[src/poca_pkg.sv]
// Shared constants and types for the one's complement adder and its sequencer.
// Assumes a single 25 MHz clock shared by both ends.
package poca_pkg;

  localparam int unsigned WIDTH           = 8;
  localparam int unsigned SIGN_BIT        = WIDTH - 1;
  localparam int unsigned CLK_PERIOD_NS   = 40;
  localparam int unsigned HA_TO_CARRY_NS  = 500;
  localparam int unsigned SETTLE_MAX_NS   = 560;
  localparam int unsigned HA_TO_CARRY_CYC = (HA_TO_CARRY_NS + CLK_PERIOD_NS - 1) / CLK_PERIOD_NS;
  localparam int unsigned SETTLE_MAX_CYC  = SETTLE_MAX_NS / CLK_PERIOD_NS;
  localparam logic [3:0]  HA_WAIT_LAST    = 4'(HA_TO_CARRY_CYC - 2);
  localparam logic [3:0]  SETTLE_LAST     = 4'(SETTLE_MAX_CYC - 1);

  localparam logic [7:0]  REG_CTRL        = 8'h00;
  localparam logic [7:0]  REG_OPA         = 8'h04;
  localparam logic [7:0]  REG_OPB         = 8'h08;
  localparam logic [7:0]  REG_STATUS      = 8'h0c;
  localparam logic [7:0]  REG_RESULT      = 8'h10;

  localparam int unsigned CTRL_START_BIT  = 0;
  localparam int unsigned CTRL_OP_LSB     = 1;
  localparam int unsigned CTRL_SIGNED_BIT = 3;
  localparam int unsigned CTRL_OVFCLR_BIT = 4;
  localparam int unsigned STAT_BUSY_BIT   = 0;
  localparam int unsigned STAT_DONE_BIT   = 1;
  localparam int unsigned STAT_OVF_BIT    = 2;

  localparam logic        SIGNED_RESET    = 1'b0;
  localparam logic [7:0]  OPERAND_RESET   = 8'h00;

  typedef enum logic [1:0] {
    OP_ADD      = 2'h0,
    OP_SUB_CMPL = 2'h1,
    OP_SUB_INV  = 2'h2
  } poca_op_e;

  typedef enum logic [8:0] {
    ST_IDLE   = 9'h001,
    ST_LDA    = 9'h002,
    ST_LDB    = 9'h004,
    ST_PREP   = 9'h008,
    ST_HALF   = 9'h010,
    ST_WAIT   = 9'h020,
    ST_CARRY  = 9'h040,
    ST_SETTLE = 9'h080,
    ST_RECOMP = 9'h100
  } poca_state_e;

endpackage

[src/poca_if.sv]
// Link between the step sequencer and the adder datapath.
// Both ends run on the same clock; every signal is driven from a flip-flop.
`timescale 1ns/1ps
interface poca_if;
  import poca_pkg::*;

  logic             load_sum;
  logic             load_addend;
  logic [WIDTH-1:0] operand;
  logic             invert_addend;
  logic             complement;
  logic             half_add;
  logic             carry_init;
  logic             ovf_clear;
  logic             add_active;
  logic             signed_mode;
  logic [WIDTH-1:0] sum;
  logic             overflow;
  logic             done;

  modport dev (
    input  load_sum, load_addend, operand, invert_addend, complement,
    input  half_add, carry_init, ovf_clear, add_active, signed_mode,
    output sum, overflow, done
  );

  modport ctl (
    output load_sum, load_addend, operand, invert_addend, complement,
    output half_add, carry_init, ovf_clear, add_active, signed_mode,
    input  sum, overflow, done
  );
endinterface

[src/poca_seq.sv]
// Step sequencer for the adder datapath, commanded by software over APB.
// Assumes an APB master on the same clock and the adder on the far side of poca_if.
//
// The placing of the registers and register access over APB are this design's own decisions.
`timescale 1ns/1ps
module poca_seq
  import poca_pkg::*;
(
  input  wire logic        clk,
  input  wire logic        nrst,
  input  wire logic [7:0]  paddr,
  input  wire logic        psel,
  input  wire logic        penable,
  input  wire logic        pwrite,
  input  wire logic [31:0] pwdata,
  output logic      [31:0] prdata,
  output logic             pready,
  output logic             pslverr,
  poca_if.ctl              bus
);

  poca_state_e      state_reg;
  poca_state_e      state_next;
  logic [3:0]       cnt_reg;
  logic [3:0]       cnt_next;
  poca_op_e         op_reg;
  poca_op_e         op_next;
  logic             signed_reg;
  logic             signed_next;
  logic [WIDTH-1:0] opa_reg;
  logic [WIDTH-1:0] opa_next;
  logic [WIDTH-1:0] opb_reg;
  logic [WIDTH-1:0] opb_next;
  logic             ovf_seen_reg;
  logic             ovf_seen_next;
  logic             fin_reg;
  logic             fin_next;
  logic             pready_reg;
  logic             pready_next;
  logic [31:0]      prdata_reg;
  logic [31:0]      prdata_next;
  logic             pslverr_reg;
  logic             pslverr_next;
  logic             start_req;
  logic             man_clr;
  logic [9:0]       strobe_reg;
  logic [9:0]       strobe_next;
  logic [WIDTH-1:0] operand_reg;
  logic [WIDTH-1:0] operand_next;
  logic             mapped;
  logic             commit;

  assign mapped = (paddr == REG_CTRL) || (paddr == REG_OPA) || (paddr == REG_OPB) ||
                  (paddr == REG_STATUS) || (paddr == REG_RESULT);
  // Writes take effect at the edge where pready is seen high, as the master expects.
  assign commit    = psel & penable & pready_reg & pwrite & mapped;
  assign start_req = commit && paddr == REG_CTRL && pwdata[CTRL_START_BIT] &&
                     state_reg == ST_IDLE;
  assign man_clr   = commit && paddr == REG_CTRL && pwdata[CTRL_OVFCLR_BIT];

  // Register slave group, one wait state on every access.
  always_comb
  begin
    pready_next  = psel & penable & ~pready_reg;
    prdata_next  = 32'h0000_0000;
    pslverr_next = psel & penable & ~pready_reg & ~mapped;
    op_next      = op_reg;
    signed_next  = signed_reg;
    opa_next     = opa_reg;
    opb_next     = opb_reg;
    if (psel && penable && !pready_reg && !pwrite)
    begin
      case (paddr)
        REG_CTRL:   prdata_next = {28'h0, signed_reg, op_reg, 1'b0};
        REG_OPA:    prdata_next = {24'h0, opa_reg};
        REG_OPB:    prdata_next = {24'h0, opb_reg};
        REG_STATUS: prdata_next = {29'h0, ovf_seen_reg, fin_reg, state_reg != ST_IDLE};
        REG_RESULT: prdata_next = {24'h0, bus.sum};
        default:    prdata_next = 32'h0000_0000;
      endcase
    end
    // Mode and operation stay frozen while a sequence runs.
    if (commit && paddr == REG_CTRL && state_reg == ST_IDLE)
    begin
      op_next     = poca_op_e'(pwdata[CTRL_OP_LSB +: 2]);
      signed_next = pwdata[CTRL_SIGNED_BIT];
    end
    if (commit && paddr == REG_OPA)
    begin
      opa_next = pwdata[WIDTH-1:0];
    end
    if (commit && paddr == REG_OPB)
    begin
      opb_next = pwdata[WIDTH-1:0];
    end
  end

  // Sequencer group.  Strobes are decoded from the next state so that each one
  // leaves a flip-flop in the cycle its state is current.
  always_comb
  begin
    state_next    = state_reg;
    cnt_next      = cnt_reg;
    ovf_seen_next = ovf_seen_reg;
    fin_next      = fin_reg;
    case (state_reg)
      ST_IDLE:
      begin
        if (start_req)
        begin
          state_next = ST_LDA;
          fin_next   = 1'b0;
        end
      end
      ST_LDA:    state_next = ST_LDB;
      ST_LDB:    state_next = ST_PREP;
      ST_PREP:   state_next = ST_HALF;
      ST_HALF:
      begin
        state_next = ST_WAIT;
        cnt_next   = 4'h0;
      end
      ST_WAIT:
      begin
        if (cnt_reg == HA_WAIT_LAST)
        begin
          state_next = ST_CARRY;
        end
        else
        begin
          cnt_next = cnt_reg + 4'h1;
        end
      end
      ST_CARRY:
      begin
        state_next = ST_SETTLE;
        cnt_next   = 4'h0;
      end
      ST_SETTLE:
      begin
        // The flag is only trusted once the ripple has settled.
        if (bus.done || cnt_reg == SETTLE_LAST)
        begin
          ovf_seen_next = bus.overflow;
          if (op_reg == OP_SUB_CMPL)
          begin
            state_next = ST_RECOMP;
          end
          else
          begin
            state_next = ST_IDLE;
            fin_next   = 1'b1;
          end
        end
        else
        begin
          cnt_next = cnt_reg + 4'h1;
        end
      end
      ST_RECOMP:
      begin
        state_next = ST_IDLE;
        fin_next   = 1'b1;
      end
      default:   state_next = ST_IDLE;
    endcase
    if (man_clr && state_reg == ST_IDLE)
    begin
      ovf_seen_next = 1'b0;
    end
  end

  // Strobe order: load_sum, load_addend, invert, complement, half_add,
  // carry_init, ovf_clear, add_active, signed_mode (bit 9 unused spare low).
  always_comb
  begin
    strobe_next    = 10'h000;
    operand_next   = operand_reg;
    strobe_next[0] = state_next == ST_LDA;
    strobe_next[1] = state_next == ST_LDB;
    strobe_next[2] = state_next == ST_PREP && op_reg == OP_SUB_INV;
    strobe_next[3] = (state_next == ST_PREP && op_reg == OP_SUB_CMPL) ||
                     state_next == ST_RECOMP;
    strobe_next[4] = state_next == ST_HALF;
    strobe_next[5] = state_next == ST_CARRY;
    strobe_next[6] = state_next == ST_PREP || (man_clr && state_reg == ST_IDLE);
    strobe_next[7] = state_next == ST_HALF || state_next == ST_WAIT ||
                     state_next == ST_CARRY || state_next == ST_SETTLE;
    strobe_next[8] = signed_reg;
    if (state_next == ST_LDA)
    begin
      operand_next = opa_reg;
    end
    else if (state_next == ST_LDB)
    begin
      operand_next = opb_reg;
    end
  end

  always_ff @(posedge clk or negedge nrst)
  begin
    if (!nrst)
    begin
      state_reg    <= ST_IDLE;
      cnt_reg      <= 4'h0;
      op_reg       <= OP_ADD;
      signed_reg   <= SIGNED_RESET;
      opa_reg      <= OPERAND_RESET;
      opb_reg      <= OPERAND_RESET;
      ovf_seen_reg <= 1'b0;
      fin_reg      <= 1'b0;
      pready_reg   <= 1'b0;
      prdata_reg   <= 32'h0000_0000;
      pslverr_reg  <= 1'b0;
      strobe_reg   <= 10'h000;
      operand_reg  <= OPERAND_RESET;
    end
    else
    begin
      state_reg    <= state_next;
      cnt_reg      <= cnt_next;
      op_reg       <= op_next;
      signed_reg   <= signed_next;
      opa_reg      <= opa_next;
      opb_reg      <= opb_next;
      ovf_seen_reg <= ovf_seen_next;
      fin_reg      <= fin_next;
      pready_reg   <= pready_next;
      prdata_reg   <= prdata_next;
      pslverr_reg  <= pslverr_next;
      strobe_reg   <= strobe_next;
      operand_reg  <= operand_next;
    end
  end

  assign prdata            = prdata_reg;
  assign pready            = pready_reg;
  assign pslverr           = pslverr_reg;
  assign bus.load_sum      = strobe_reg[0];
  assign bus.load_addend   = strobe_reg[1];
  assign bus.invert_addend = strobe_reg[2];
  assign bus.complement    = strobe_reg[3];
  assign bus.half_add      = strobe_reg[4];
  assign bus.carry_init    = strobe_reg[5];
  assign bus.ovf_clear     = strobe_reg[6];
  assign bus.add_active    = strobe_reg[7];
  assign bus.signed_mode   = strobe_reg[8];
  assign bus.operand       = operand_reg;

endmodule

[src/flat_wrapper.sv]
// flat-port wrapper written by rule: the top's interface ports become plain ports
module poca_seq_flat import poca_pkg::*;
  (clk, nrst, paddr, psel, penable, pwrite, pwdata, prdata, pready, pslverr, bus_load_sum, bus_load_addend, bus_operand, bus_invert_addend, bus_complement, bus_half_add, bus_carry_init, bus_ovf_clear, bus_add_active, bus_signed_mode, bus_sum, bus_overflow, bus_done);
  poca_if bus_i ();
  input  wire logic clk;
  input  wire logic nrst;
  input  wire logic [7:0] paddr;
  input  wire logic psel;
  input  wire logic penable;
  input  wire logic pwrite;
  input  wire logic [31:0] pwdata;
  output logic      [31:0] prdata;
  output logic pready;
  output logic pslverr;
  output wire logic [$bits(bus_i.load_sum)-1:0] bus_load_sum;
  output wire logic [$bits(bus_i.load_addend)-1:0] bus_load_addend;
  output wire logic [$bits(bus_i.operand)-1:0] bus_operand;
  output wire logic [$bits(bus_i.invert_addend)-1:0] bus_invert_addend;
  output wire logic [$bits(bus_i.complement)-1:0] bus_complement;
  output wire logic [$bits(bus_i.half_add)-1:0] bus_half_add;
  output wire logic [$bits(bus_i.carry_init)-1:0] bus_carry_init;
  output wire logic [$bits(bus_i.ovf_clear)-1:0] bus_ovf_clear;
  output wire logic [$bits(bus_i.add_active)-1:0] bus_add_active;
  output wire logic [$bits(bus_i.signed_mode)-1:0] bus_signed_mode;
  input wire logic [$bits(bus_i.sum)-1:0] bus_sum;
  input wire logic [$bits(bus_i.overflow)-1:0] bus_overflow;
  input wire logic [$bits(bus_i.done)-1:0] bus_done;
  assign bus_load_sum = bus_i.load_sum;
  assign bus_load_addend = bus_i.load_addend;
  assign bus_operand = bus_i.operand;
  assign bus_invert_addend = bus_i.invert_addend;
  assign bus_complement = bus_i.complement;
  assign bus_half_add = bus_i.half_add;
  assign bus_carry_init = bus_i.carry_init;
  assign bus_ovf_clear = bus_i.ovf_clear;
  assign bus_add_active = bus_i.add_active;
  assign bus_signed_mode = bus_i.signed_mode;
  assign bus_i.sum = bus_sum;
  assign bus_i.overflow = bus_overflow;
  assign bus_i.done = bus_done;
  poca_seq u_core (.clk(clk), .nrst(nrst), .paddr(paddr), .psel(psel), .penable(penable), .pwrite(pwrite), .pwdata(pwdata), .prdata(prdata), .pready(pready), .pslverr(pslverr), .bus(bus_i));
endmodule
[config.mk]
export PLATFORM = sky130hd
export DESIGN_NAME = poca_seq_flat
export DESIGN_NICKNAME = d
export VERILOG_FILES = /design/src/poca_pkg.sv /design/src/poca_if.sv /design/src/poca_seq.sv /design/src/flat_wrapper.sv
export SDC_FILE = /design/constraint.sdc
export NUM_CORES = 1
export LEC_CHECK = 0
export ABC_AREA = 1
export BUFFER_PORTS_ARGS = -buffer_cell sky130_fd_sc_hd__buf_2
export CAP_MARGIN = 20
export CORE_MARGIN = 3
export CORE_UTILIZATION = 45
export CTS_CLUSTER_SIZE = 14
export DETAILED_ROUTE_END_ITERATION = 7
export PLACE_DENSITY = 0.75
export SLEW_MARGIN = 20
export SYNTH_ARGS = -nofsm -noshare
export SYNTH_HDL_FRONTEND = slang
export SYNTH_SLANG_ARGS = --single-unit
[constraint.sdc]
create_clock -name clk -period 2.5 [get_ports clk]
set_input_delay 0.5 -clock clk [delete_from_list [all_inputs] [get_ports clk]]
set_output_delay 0.5 -clock clk [all_outputs]
set_load 0.01 [all_outputs]
==> key figures <==
Route
  • DR vias: 2853
  • Drt wl/cell: 12.28 µm
  • Iteration-0 DRC count of the detailed router: 113
  • Via density: 4.747
  • Pre-antenna DRT Iters: 6
  • DRC: 0
  • Final wirelength: 7.378 mm
  • DRT antenna net count: 0

Cells and area
  • Finished Cell Area: 3834 µm²
  • Fill cells: 712
  • Layout Nets: 554
  • N_diodes: 0
  • Area delta synth->final: 13.02%
  • Proportion of layout cells with a drive suffix above 1: 20.32%

Worst setup path
  • Crit end category: register
  • R2R cell count: 9
  • CP max stage cell: dfstp_2
  • Nature of the critical path startpoint: register
  • CP max FO: 12
  • Buf/Inv on CP: 2
  • R2r startpoint: u_core.state_reg[0]
  • Reg2reg end: u_core.op_reg[1]
  • Crit path max-delay family: simple AND/OR/NAND/NOR gates
  • R2R setup slack: 0.73 ns
  • Crit path DAT: 1.99 ns
  • WP data required: 2.72 ns
  • Crit path cell chain: inv_1, nor2_1, nand2_1, nor2_1, nand2_2, inv_2, nand3_1, nand2_1, o21ai_1
  • CP max stage delay: 0.54 ns
  • WS Path Type: reg2reg

Logic synthesis
  • #FFs+latches synth: 61
  • XOR/XNOR share of the synthesized area: 0.5164%
  • Post-synth EDFFs: 0
  • Mapped Area: 3392 µm²
  • Largest family of logic cells by synthesized area: simple AND/OR/NAND/NOR gates
  • Netlist cell types: 32
  • Synth Warn #: 0
  • Syn_area_per_cell: 7.780 µm²
  • Multiplexer share of the synthesized area: 0%
  • Top post-synthesis cells by area: dfrtp_1 (44%), nand2_1 (14%), inv_1 (7.2%)
  • Post-synth ARST share: 100.0%
  • Share of the synthesized area in the top cell type: 44.26%
  • Compound-gate portion of the synthesized area: 7.230%
  • Gate Count Post-Synth: 436
  • Register area share after synthesis: 45.04%
  • Simple-gate area share of the yosys netlist: 31.69%
  • Most used DFF post-synth: dfrtp_1
  • Largest area contributor in the netlist: dfrtp_1
  • Synth Area in Adders: 0.7377%

Global routing
  • Vias in the first global route: 2690
  • Total track usage: 17.93%
  • Total grt overflow: 0
  • Largest net degree at the start of global routing: 62
  • Initial antenna violation count: 0
  • First-pass GRT wire length: 12.25 mm

Floorplan
  • I/O pin cnt: 106
  • Initial core utilization: 46.52%
  • Die W: 92.82 µm
  • Row count: 31
  • Die area: 8616 µm²
  • Core area: 7292 µm²
  • Die height: 92.82 µm

STA
  • Final Hold Viols: 0
  • RSZ-0062 raised after global routing: false
  • Worst-margin pin slew: 0.7564 ns
  • Clock skew: 0.008587 ns
  • Final slew viol count: 0
  • Period utilization: 70.78%
  • Setup violators final: 0
  • Fmax: 565.1 MHz
  • Setup_tns: 0 ns
  • Worst slew margin: 49.57%
  • Min Tclk post-route: 1.769 ns

Clock tree
  • Cts repair resizes: 0
  • Skew-Pair Late Insertion Delay: 0.35 ns
  • Clock-pin slew on the worst setup and hold paths: 0.07 ns
  • # Post-CTS Setup Buffers: 0
  • Clock Tree Root: clkbuf_8
  • Clock Tree Buf Depth: 2
  • Clk sinks: 61
  • CTS tree: yes
  • H-tree depth: 3
  • Total CTS buffers: 9
  • Cts-stage hold buffer count: 0

Place
  • Placed standard-cell area: 3656 µm²
  • Port Buffer Count: 57
  • DP HPWL: 5.490 mm
  • Placer Congestion: 0.9336

Power and ir drop
  • Worst vdd ir: 0.2220 mV
  • PwrDens: 492.9 nW/µm²
  • P_leak: 0.002104 µW

Flow run
  • Maxcap violations: 0

Status
  • Outcome: complete, no violations

Worst hold path
  • Hold Path Class: in2async
==> Yosys cell counts, drive strengths merged (2+ instances only) <==
cell type / count
nand2: 126
inv: 67
dfrtp: 60
nor2: 54
nand3: 36
buf: 31
o21ai: 28
nand4: 10
o22ai: 8
a21oi: 5
clkinv: 2
ha: 2
nand3b: 2
==> how the worst max path moves through the flow <==
stage                             start  cells after the start                   to  slack [ns]
floorplan                      paddr[7]                      9  u_core.state_reg[0]        0.99
global placement               paddr[7]                      7    u_core.opa_reg[6]        0.50
detailed placement             paddr[7]                      7    u_core.opa_reg[3]        0.48
CTS                 u_core.state_reg[0]                      9     u_core.op_reg[1]        0.74
global route        u_core.state_reg[0]                      9    u_core.signed_reg        0.51
finish              u_core.state_reg[0]                      9     u_core.op_reg[1]        0.73
==> metrics by stage <==
stage	utilization, %	power [µW]	cells	setup slack [ns]	hold slack (ns)
2_1_floorplan	-	1094	459	0.9914	0.2044
6_report	52.57	1890	601	0.7305	0.3079
3_5_place_dp	50.14	1121	585	0.4835	0.3946
5_1_grt	52.57	1960	601	0.5051	0.3730
3_3_place_gp	50.14	1119	585	0.5045	0.3973
4_1_cts	52.57	1907	601	0.7375	0.3327
==> final cells by class <==
type	instances	area, µm²	share of cell area (%)
Sequential cell	61	1528	39.85
Multi-Input combinational cell	298	1453	37.89
Timing Repair Buffer	58	292.8	7.637
Inverter	69	259.0	6.756
Clock buffer	11	141.4	3.688
Tap cell	99	123.9	3.231
Clock inverter	5	36.28	0.9465
==> layer usage <==
metal / track usage (%) / part of all wire, %
met5: 0 / 0
met2: 29.75 / 50
met4: 10.50 / 3.2
met3: 3.412 / 5.0
met1: 21.61 / 42
==> cell families (layout without fill, tap and decap cells) <==
family,count (synthesis),in the layout
XOR/XNOR,2,2
flip-flops,61,61
buffers and inverters,100,143
other,1,24
adder cells (fa/ha/maj),2,2
AO/OA/AOI/OAI,41,41
AND/OR/NAND/NOR,229,229
==> cells in the final DEF (no fill, tap or decap), types with 3 or more instances in the layout <==
cell / n
nand2_1: 122
inv_1: 65
dfrtp_1: 60
buf_2: 57
nor2_1: 45
nand3_1: 33
conb_1: 24
o21ai_1: 11
clkbuf_8: 10
nand4_1: 9
o21ai_0: 9
o22ai_1: 8
o21ai_2: 8
nor2_4: 6
a21oi_1: 5
nand2_2: 3
clkinv_4: 3
==> report_power, final <==
group          switching [µW]  internal [µW]  total, µW  leakage, µW
combinational            79.8           29.3        109      0.00122
clock                     400            388        788    0.0000933
sequential               2.39            990        993     0.000795
total                     482           1410       1890      0.00210
(Power assumes the default switching activity.)
